File: src/crr_params.svh
// Offsets, field positions, reset values and counts of the reflection result registers
`ifndef CRR_PARAMS_SVH
`define CRR_PARAMS_SVH

// Register indices; the byte address on the bus is four times the index
`define CRR_IDX_PAIR_D_PEAK_DIST_HI 10'h199
`define CRR_IDX_PEAK_AMPLITUDE_1 10'h19a
`define CRR_IDX_PEAK_AMPLITUDE_2 10'h19b
`define CRR_IDX_PEAK_AMPLITUDE_3 10'h19c
`define CRR_IDX_PEAK_AMPLITUDE_4 10'h19d
`define CRR_IDX_PEAK_AMPLITUDE_5 10'h19e
`define CRR_IDX_PEAK_AMPLITUDE_6 10'h19f
`define CRR_IDX_RESULT_CTRL 10'h1b0
`define CRR_IDX_RESULT_STATUS 10'h1b1

// Field positions
`define CRR_HI_FIELD_LSB 8
`define CRR_LO_FIELD_LSB 0
`define CRR_CTRL_CAPTURE_EN_BIT 0
`define CRR_CTRL_CLEAR_BIT 1
`define CRR_STAT_OVERFLOW_LSB 0
`define CRR_STAT_COUNT_LSB 4

// Reset values
`define CRR_RESULT_RESET 16'h0000
`define CRR_CTRL_RESET 32'h0000_0001

// Counts
`define CRR_MAX_PEAKS 5
`define CRR_PAIRS 4

`endif

File: src/crr_pkg.sv
// Types shared by the reflection result register bank
package crr_pkg;

	typedef enum logic [1:0] {
		CRR_PAIR_A = 2'h0,
		CRR_PAIR_B = 2'h1,
		CRR_PAIR_C = 2'h2,
		CRR_PAIR_D = 2'h3
	} crr_pair_t;

	typedef enum logic [1:0] {
		CRR_BUS_IDLE = 2'b01,
		CRR_BUS_ACK = 2'b10
	} crr_bus_state_t;

endpackage : crr_pkg

File: src/crr_pair_track.sv
// Per-pair peak slot counter and overflow flag
`timescale 1ns/1ps
`include "crr_params.svh"

module crr_pair_track #(
	parameter int MAX_PEAKS = `CRR_MAX_PEAKS
) (
	input wire logic clock,
	input wire logic sys_rst,
	input wire logic clear,
	input wire logic hit,
	output logic [2:0] slot,
	output logic store,
	output logic [2:0] count_q,
	output logic overflow_q
);

	logic full;
	logic [2:0] count_d;

	assign full = (count_q == 3'(MAX_PEAKS));
	// A peak arriving with the clear starts the new run in slot zero
	assign slot = clear ? 3'h0 : count_q;
	assign store = hit && (clear || !full);

	always_comb begin
		if (clear) begin
			count_d = hit ? 3'h1 : 3'h0;
		end else if (hit && !full) begin
			count_d = count_q + 3'h1;
		end else begin
			count_d = count_q;
		end
	end

	always_ff @(posedge clock) begin
		if (sys_rst) begin
			count_q <= 3'h0;
		end else begin
			count_q <= count_d;
		end
	end

	always_ff @(posedge clock) begin
		if (sys_rst) begin
			overflow_q <= 1'b0;
		end else if (hit && !clear && full) begin
			overflow_q <= 1'b1;
		end else if (clear) begin
			overflow_q <= 1'b0;
		end
	end

endmodule : crr_pair_track

File: src/crr_result_regs.sv
// Cable reflection result registers with an Avalon-MM slave port
`timescale 1ns/1ps
`include "crr_params.svh"

// Notes on behaviour
// - 0x0199: pair D peak 5 high, peak 4 low
// - Distance fields hold distance to reflection point
// - 0x019A: pair A peaks 2 and 1 amplitude
// - Amplitude fields hold reflection strength
// - 0x019B: pair A peaks 4 and 3 amplitude
// - 0x019C: pair B peak 1, pair A peak 5
// - 0x019D: pair B peaks 3 and 2 amplitude
// - 0x019E: pair B peaks 5 and 4 amplitude
// - 0x019F: pair C peaks 2 and 1 amplitude
// - Five peaks per pair; more sets overflow
module crr_result_regs
	import crr_pkg::*;
#(
	parameter int DIST_W = 8,
	parameter int AMP_W = 7,
	parameter int MAX_PEAKS = `CRR_MAX_PEAKS
) (
	input wire logic clock,
	input wire logic sys_rst,
	input wire logic [11:0] avs_address,
	input wire logic avs_read,
	input wire logic avs_write,
	input wire logic [31:0] avs_writedata,
	input wire logic [3:0] avs_byteenable,
	output logic [31:0] avs_readdata,
	output logic avs_waitrequest,
	input wire logic diag_start,
	input wire logic peak_valid,
	input wire logic [1:0] peak_pair,
	input wire logic [DIST_W-1:0] peak_distance,
	input wire logic [AMP_W-1:0] peak_amplitude,
	output logic [3:0] pair_peak_overflow_q
);

	crr_bus_state_t state_q;
	logic [9:0] index;
	logic capture_en_q;
	logic clear_req_q;
	logic clear_all;
	logic [3:0] hit;
	logic [2:0] slot [0:3];
	logic [3:0] store;
	logic [2:0] count [0:3];
	logic [3:0] overflow;
	logic [AMP_W-1:0] amp_a_q [0:4];
	logic [AMP_W-1:0] amp_b_q [0:4];
	logic [AMP_W-1:0] amp_c_q [0:1];
	logic [DIST_W-1:0] dist_d_q [0:1];
	logic [31:0] read_d;
	logic write_take;
	logic bus_take;
	logic ctrl_write;
	logic keep_c;
	logic keep_d;
	logic [31:0] status_word;

	assign index = avs_address[11:2];
	// Taken only while idle, so a request still held at the ack edge is not taken twice
	assign bus_take = (state_q == CRR_BUS_IDLE) && (avs_read || avs_write);
	// Write takes effect only at the edge where waitrequest is sampled low
	assign write_take = (state_q == CRR_BUS_ACK) && avs_write;
	assign ctrl_write = write_take && (index == `CRR_IDX_RESULT_CTRL) && avs_byteenable[0];
	assign clear_all = diag_start || clear_req_q;
	// Pair C keeps slots zero and one here, pair D slots three and four
	assign keep_c = store[CRR_PAIR_C] && (slot[CRR_PAIR_C] < 3'h2);
	assign keep_d = store[CRR_PAIR_D] && (slot[CRR_PAIR_D] >= 3'h3);

	// One tracker per pair; overflow is flagged past the fifth peak
	genvar gp;
	generate
		for (gp = 0; gp < 4; gp++) begin : g_pair
			assign hit[gp] = peak_valid && capture_en_q && (peak_pair == 2'(gp));
			crr_pair_track #(
				.MAX_PEAKS(MAX_PEAKS)
			) u_track (
				.clock(clock),
				.sys_rst(sys_rst),
				.clear(clear_all),
				.hit(hit[gp]),
				.slot(slot[gp]),
				.store(store[gp]),
				.count_q(count[gp]),
				.overflow_q(overflow[gp])
			);
		end
	endgenerate

	always_ff @(posedge clock) begin
		if (sys_rst) begin
			pair_peak_overflow_q <= 4'h0;
		end else begin
			pair_peak_overflow_q <= overflow;
		end
	end

	// Result storage: written by the engine only, never by the bus
	// Pair A keeps all five amplitudes
	always_ff @(posedge clock) begin
		if (sys_rst) begin
			for (int i = 0; i < 5; i++) begin
				amp_a_q[i] <= '0;
			end
		end else begin
			if (clear_all) begin
				for (int i = 0; i < 5; i++) begin
					amp_a_q[i] <= '0;
				end
			end
			// Store follows the clear so a peak in the clear cycle survives
			if (store[CRR_PAIR_A]) begin
				amp_a_q[slot[CRR_PAIR_A]] <= peak_amplitude;
			end
		end
	end

	// Pair B keeps all five amplitudes
	always_ff @(posedge clock) begin
		if (sys_rst) begin
			for (int i = 0; i < 5; i++) begin
				amp_b_q[i] <= '0;
			end
		end else begin
			if (clear_all) begin
				for (int i = 0; i < 5; i++) begin
					amp_b_q[i] <= '0;
				end
			end
			if (store[CRR_PAIR_B]) begin
				amp_b_q[slot[CRR_PAIR_B]] <= peak_amplitude;
			end
		end
	end

	// Pair C keeps only its first two amplitudes here
	always_ff @(posedge clock) begin
		if (sys_rst) begin
			amp_c_q[0] <= '0;
			amp_c_q[1] <= '0;
		end else begin
			if (clear_all) begin
				amp_c_q[0] <= '0;
				amp_c_q[1] <= '0;
			end
			if (keep_c) begin
				amp_c_q[slot[CRR_PAIR_C][0]] <= peak_amplitude;
			end
		end
	end

	// Only peaks four and five of pair D have their distance here
	always_ff @(posedge clock) begin
		if (sys_rst) begin
			dist_d_q[0] <= '0;
			dist_d_q[1] <= '0;
		end else begin
			if (clear_all) begin
				dist_d_q[0] <= '0;
				dist_d_q[1] <= '0;
			end
			if (keep_d) begin
				dist_d_q[slot[CRR_PAIR_D][0] ? 0 : 1] <= peak_distance;
			end
		end
	end

	// Control: capture enable and a self-clearing clear request
	always_ff @(posedge clock) begin
		if (sys_rst) begin
			capture_en_q <= 1'(`CRR_CTRL_RESET);
		end else if (ctrl_write) begin
			capture_en_q <= avs_writedata[`CRR_CTRL_CAPTURE_EN_BIT];
		end
	end

	// Pulses for one cycle, so the clear bit always reads back zero
	always_ff @(posedge clock) begin
		if (sys_rst) begin
			clear_req_q <= 1'b0;
		end else begin
			clear_req_q <= ctrl_write && avs_writedata[`CRR_CTRL_CLEAR_BIT];
		end
	end

	// Status word: overflow flag and three-bit peak count per pair
	always_comb begin
		status_word = 32'h0000_0000;
		for (int p = 0; p < 4; p++) begin
			status_word[`CRR_STAT_OVERFLOW_LSB + p] = overflow[p];
			status_word[`CRR_STAT_COUNT_LSB + 4 * p +: 3] = count[p];
		end
	end

	// Read mux; reserved bits 15 and 7 of amplitude words read zero
	always_comb begin
		read_d = 32'h0000_0000;
		case (index)
			`CRR_IDX_PAIR_D_PEAK_DIST_HI: begin
				read_d[15:8] = dist_d_q[1];
				read_d[7:0] = dist_d_q[0];
			end
			`CRR_IDX_PEAK_AMPLITUDE_1: begin
				read_d[14:8] = amp_a_q[1];
				read_d[6:0] = amp_a_q[0];
			end
			`CRR_IDX_PEAK_AMPLITUDE_2: begin
				read_d[14:8] = amp_a_q[3];
				read_d[6:0] = amp_a_q[2];
			end
			`CRR_IDX_PEAK_AMPLITUDE_3: begin
				read_d[14:8] = amp_b_q[0];
				read_d[6:0] = amp_a_q[4];
			end
			`CRR_IDX_PEAK_AMPLITUDE_4: begin
				read_d[14:8] = amp_b_q[2];
				read_d[6:0] = amp_b_q[1];
			end
			`CRR_IDX_PEAK_AMPLITUDE_5: begin
				read_d[14:8] = amp_b_q[4];
				read_d[6:0] = amp_b_q[3];
			end
			`CRR_IDX_PEAK_AMPLITUDE_6: begin
				read_d[14:8] = amp_c_q[1];
				read_d[6:0] = amp_c_q[0];
			end
			`CRR_IDX_RESULT_CTRL: begin
				read_d[`CRR_CTRL_CAPTURE_EN_BIT] = capture_en_q;
			end
			`CRR_IDX_RESULT_STATUS: begin
				read_d = status_word;
			end
			default: begin
				read_d = 32'h0000_0000;
			end
		endcase
	end

	// Bus handshake: one wait cycle, then a one-cycle acknowledge
	always_ff @(posedge clock) begin
		if (sys_rst) begin
			state_q <= CRR_BUS_IDLE;
		end else begin
			case (state_q)
				CRR_BUS_IDLE: begin
					if (bus_take) begin
						state_q <= CRR_BUS_ACK;
					end
				end
				CRR_BUS_ACK: begin
					state_q <= CRR_BUS_IDLE;
				end
				default: begin
					state_q <= CRR_BUS_IDLE;
				end
			endcase
		end
	end

	// Low only in the acknowledge cycle
	always_ff @(posedge clock) begin
		if (sys_rst) begin
			avs_waitrequest <= 1'b1;
		end else begin
			avs_waitrequest <= !bus_take;
		end
	end

	// Stands until the next request is answered
	always_ff @(posedge clock) begin
		if (sys_rst) begin
			avs_readdata <= 32'h0000_0000;
		end else if (bus_take) begin
			// Writes to result words fall through here unused
			avs_readdata <= avs_read ? read_d : 32'h0000_0000;
		end
	end

endmodule : crr_result_regs

File: config.mk
export PLATFORM = sky130hd
export DESIGN_NAME = crr_result_regs
export DESIGN_NICKNAME = d
export VERILOG_FILES = /design/src/crr_pkg.sv /design/src/crr_pair_track.sv /design/src/crr_result_regs.sv
export VERILOG_INCLUDE_DIRS = /design/src
export SDC_FILE = /design/constraint.sdc
export NUM_CORES = 1
export LEC_CHECK = 0
export BUFFER_PORTS_ARGS = -buffer_cell sky130_fd_sc_hd__buf_2
export CORE_UTILIZATION = 45
export CTS_BUF_LIST = sky130_fd_sc_hd__clkbuf_4 sky130_fd_sc_hd__clkbuf_8 sky130_fd_sc_hd__clkbuf_16
export CTS_CLUSTER_SIZE = 30
export DETAILED_ROUTE_END_ITERATION = 10
export PLACE_DENSITY_LB_ADDON = 0.1
export SLEW_MARGIN = 20
export SYNTH_ARGS = -nofsm -noshare
export SYNTH_HDL_FRONTEND = slang
export SYNTH_SLANG_ARGS = --single-unit
File: constraint.sdc
create_clock -name clock -period 6.4 [get_ports clock]
set_clock_uncertainty 0.05 [all_clocks]
set_input_delay 0.64 -clock clock [delete_from_list [all_inputs] [get_ports clock]]
set_output_delay 0.64 -clock clock [all_outputs]
set_load 0.03 [all_outputs]
* Word level (Yosys, flattened, before mapping) *
Memory sizes are Yosys's and may differ from the RTL's.
Cells that the tools add are included.

storage, ports and cells
  RAM bits = 100
  input bits = 71
  memories = 4
  output and inout port bits = 37
  logic and storage cells = 171
  register bits = 57

cells by class
  mux-type cells = 63
  reduce and logical (&&, ||, !) cells = 51
  $add $sub $neg = 4
  bitwise operators = 15
  equality and inequality tests = 18
  order comparisons = 2

memories
  name      depth  width  rd ports  clocked after Yosys merged registers in  write ports  RTL line               RTL
  amp_a_q   5      7      5         0                                        6            crr_result_regs.sv:50  logic [AMP_W-1:0] amp_a_q [0:4];
  amp_b_q   5      7      5         0                                        6            crr_result_regs.sv:51  logic [AMP_W-1:0] amp_b_q [0:4];
  dist_d_q  2      8      2         0                                        2            crr_result_regs.sv:53  logic [DIST_W-1:0] dist_d_q [0:1];
  amp_c_q   2      7      2         0                                        3            crr_result_regs.sv:52  logic [AMP_W-1:0] amp_c_q [0:1];

operators with widths
  cell                                                               count
  == test 10 x 9 -> 1 bit, second input constant                     9
  two-way mux 7 bit                                                  12
  case mux 7 bit (8 select lines)                                    1
  case mux 6 bit (8 select lines)                                    1
  two-way mux 3 bit                                                  13
  two-way mux 32 bit                                                 1
  two-way mux 1 bit                                                  31
  logical AND 1 bit                                                  28
  two-way mux 8 bit                                                  3
  nonzero test 2 bit                                                 8
  bitwise OR 1 bit                                                   14
  adder 3 x 1 -> 3 bit, second input constant                        4
  == test 3 bit, second input constant                               4
  case mux 1 bit (9 select lines)                                    1
  OR reduction 8 bit                                                 1
  == test 2 bit, second input constant                               3
  zero test 1 bit                                                    6
  logical OR 1 bit                                                   6
  == test 2 x 1 -> 1 bit, second input constant                      2
  greater-or-equal comparator 3 x 2 -> 1 bit, second input constant  1
  less-than comparator 3 x 2 -> 1 bit, second input constant         1
  zero test 2 bit                                                    1
  OR reduction 2 bit                                                 1
  NOT 1 bit                                                          1

* Depth between registers and ports, before layout *
  word-level depth = 10
  gate-level depth with buffers = 7
  depth with buffers taken out = 6

* Cells and area by module *
A second synthesis with hierarchy kept.

unflattened totals
  cell total of the unflattened synthesis = 603
  area total of the unflattened synthesis = 6922.9 um^2

modules (own cells, without submodules)
  module           seq. area each (um^2)  instances  cells an instance  area each (um^2)
  crr_result_regs  3563.4                 1          507                6037.0
  crr_pair_track   80.1                   4          24                 221.5

* Worst setup path after synthesis *
OpenSTA, ideal clock, no wires.

  path kind = input port to flip-flop
  start point = input port sys_rst
  end point = memory amp_a_q[2][0] (enable)
  path slack = 3.772 ns
  cell stages on the path = 6
  setup time = 0.381 ns
  path buffers = 2
  arrival time = 2.197 ns
  required time = 5.969 ns
  path through = clkbuf_1 or3_1 clkbuf_1 nor3_1 nand2_1 o21ai_0

RTL lines
  item             RTL line               RTL
  start, declared  crr_result_regs.sv:24  input wire logic sys_rst,
  end, declared    crr_result_regs.sv:50

==> flow_metrics.py <==
metrics = {
    "outcome": {
        "status": "finished clean",
    },
    "detailed_routing": {
        "ant_nets": 0,
        "dr_wl_met3_um": 1550,
        "wl_met1_um": 7970,
        "vias": 5130,
        "wl_um": 18900,
        "first_iter_violations": 566,
        "firstDrtPassIters": 5,
        "dr.max_layer_used": "met4",
        "drc": 0,
        "routed_via_density": 5.94,
        "wire_per_inst_um": 21.9,
        "met2_length_um": 8710,
    },
    "yosys": {
        "synth_area_leaders": "edfxtp_1 43%, dfxtp_1 13%, and2_1 9.3%",
        "synth_most_common_cell": "and2_1",
        "synth_edf_count": 100,
        "synth_top_area_share_pct": 43.3,
        "avgSynthCellArea_um2": 11.2,
        "yosysWarningCount": 0,
        "synth_area_mm2": 0.00693,
        "synthTopCellsByCount": "103 x and2_1, 100 x edfxtp_1, 44 x dfxtp_1",
        "synth_seq_area_share_pct": 56.1,
        "yosys.area.top_type": "edfxtp_1",
        "syn_inst": 621,
        "ys_types": 59,
        "synth_seq_cells": 144,
        "synth_ff_type": "edfxtp_1",
        "ys_async_sr_fraction_pct": 0,
    },
    "global_routing": {
        "grt_max_degree": 36,
        "grt_pass1_wl_um": 29100,
        "antenna_found_initial": 0,
        "track_usage_pct": 25.2,
        "grt_pass1_vias": 5009,
        "grt.overflow.total": 0,
    },
    "clocking": {
        "cts_max_level": 4,
        "cts-root-buf": "clkbuf_16",
        "cts_tree": "done",
        "cts_made_buffers": 17,
        "clk_pin_slew_worst_paths_ns": 0.06,
        "cts_resized": 0,
        "cts_sinks": 144,
        "clk_path_buf_depth": 2,
        "postCtsSetupBuffers": 0,
        "hold_buffers": 0,
        "clk_latency_ns": 0.42,
    },
    "finish": {
        "register_area_mm2": 0.00388,
        "multi_input_area_mm2": 0.00282,
        "diodes": 0,
        "layout.nets": 746,
        "drive_above_1_share_pct": 17.5,
        "fill_cells": 1293,
        "syn2layout_area_growth_pct": 13.5,
    },
    "placement": {
        "pre_cts_slack_ns": 2.74,
        "gp_congestion": 0.858,
        "dp_hpwl_um": 13200,
        "io_buffer_count": 59,
    },
    "floorplanning": {
        "coreArea_mm2": 0.0148,
        "die_h_um": 126,
        "io_pins": 108,
        "die_x_um": 126,
        "fp-row-count": 44,
        "die_area_mm2": 0.0159,
        "start_util_pct": 47.0,
    },
    "critical_path": {
        "end_kind": "flop",
        "crit_type": "input pin to flop",
        "cp.arrival_ns": 3.06,
        "cpMaxStageDelayCell": "o21ai_0",
        "cp-start-kind": "input pin",
        "worstPathCellList": "buf_2, buf_4, or3_1, nor3_1, nand2_1, o21ai_0",
        "crit_required_ns": 6.39,
        "reg2reg_depth": 4,
        "path_max_fanout": 35,
        "cp_slowest_stage_delay_ns": 0.84,
    },
    "sta": {
        "fin_crit_ns": 3.07,
        "setup_viol": 0,
        "fin_ws_ns": 3.33,
        "post-route-period-util_pct": 48.0,
        "maxSlewHeadroom_pct": 28.4,
        "setup_tns_ns": 0,
        "finalHoldViolCount": 0,
        "fmax_mhz": 326,
        "maxSlewViolCount": 0,
        "rsz0062_at_grt": "no",
        "worst_slew_pin_slew_ns": 1.07,
    },
    "pwr": {
        "p_int_w": 0.00163,
        "ir_drop_mv": 0.168,
        "powerDensity_mw_per_mm2": 269,
        "power_frac_clock_pct": 44.7,
        "power.switching_w": 0.000483,
        "p_leak_nw": 3.02,
        "swShare_pct": 22.8,
        "seqPwrFrac_pct": 49.1,
        "pwr-share-comb_pct": 6.2,
    },
    "min_path": {
        "hp-class": "flop to flop",
        "whs_path_depth": 2,
    },
    "job": {
        "maxCapViolations": 0,
    },
}
sequential cells by signal, summed over array words and instances (netlist names):
signal                     count
state_q                        2
dist_d_q                      16
avs_readdata                  19
amp_c_q                       14
g_pair.u_track.count_q        12
avs_waitrequest                1
amp_b_q                       35
pair_peak_overflow_q           4
clear_req_q                    1
g_pair.u_track.overflow_q      4
capture_en_q                   1
amp_a_q                       35
metal layers:
layer | vias up | global-route usage [%]
met5 | - | 0
met4 | 0 | 11.9
met3 | 43 | 7.01
met2 | 245 | 39.3
met1 | 2470 | 32.6
li1 | 2372 | -
layout make-up:
type                            count  share of cell area, %
Inverter                            9                  0.429
Sequential cell                   144                   49.4
Multi-Input combinational cell    430                   35.8
Clock inverter                     13                   1.54
Tap cell                          184                   2.93
Clock buffer                       19                   5.60
Timing Repair Buffer               65                   4.33
cells in the final DEF, fill, tap and decap left out, types with 4 or more instances in the layout:
cell type and instances:
and2_1 103, edfxtp_1 100, buf_2 59, dfxtp_1 44, nor2_1 36, a21oi_1 32
nand2_1 22, o21ai_0 18, nor3_1 17, clkbuf_16 17, nand2b_1 16, mux2i_1 13
conb_1 13, mux2_2 12, a311oi_1 11, a22o_1 11, a32oi_1 10, inv_1 9
nand3_1 9, a31oi_1 9, and3_1 8, nor2b_1 8, a211oi_1 8, ha_1 8
nand3b_1 6, buf_4 6, clkinv_2 5, nand4b_1 4, a22oi_1 4, a221oi_1 4
power by group through the flow:
| stage | sequential [W] | clock (W) | combinational, W |
|---|---|---|---|
| after CTS | 0.00104 | 0.000955 | 0.000130 |
| final | 0.00104 | 0.000947 | 0.000131 |
| after detailed placement | 0.00106 | 0 | 0.000129 |
| after global routing | 0.00104 | 0.00100 | 0.000141 |
| after floorplan | 0.00105 | 0 | 0.0000884 |
| after global placement | 0.00106 | 0 | 0.000127 |
critical path: cells and delay by family:
kind                   cells  cell delay, ns
buffers and inverters      2            0.35
and+or+nand+nor            3            1.22
AOI/OAI and AO/OA          1            0.84
logic make-up (layout without fill, tap and decap cells):
group / count (synthesis) / after routing / synth area share (%)
flip-flops: 144 / 144 / 56.1
AO/OA/AOI/OAI: 126 / 126 / 12.4
adder cells (fa/ha/maj): 8 / 8 / 1.44
AND/OR/NAND/NOR: 258 / 258 / 22.1
other: 1 / 13 / 0.0541
multiplexers: 25 / 25 / 3.83
buffers and inverters: 59 / 106 / 4.12
through the flow:
step                hold slack (ns)  util (%)  cells  total power, W  instance area [um^2]
floorplan                     0.401         -    633         0.00114                  6970
global placement              0.388      49.5    832         0.00119                  7300
detailed placement            0.400      49.5    832         0.00119                  7300
CTS                           0.399      53.3    864         0.00213                  7870
global route                  0.419      53.3    864         0.00219                  7870
finish                        0.402      53.3    864         0.00212                  7870
path summary, 6_finish.rpt:
check / from / end / slack [ns]
hold / removal: avs_readdata[15] / avs_readdata[15] / 0.40
hold reg to reg: avs_readdata[15] / avs_readdata[15] / 0.40
setup / recovery: sys_rst / amp_b_q[2][4] / 3.33
setup reg to reg: clear_req_q / amp_a_q[4][3] / 3.52
(Power assumes the default switching activity.)
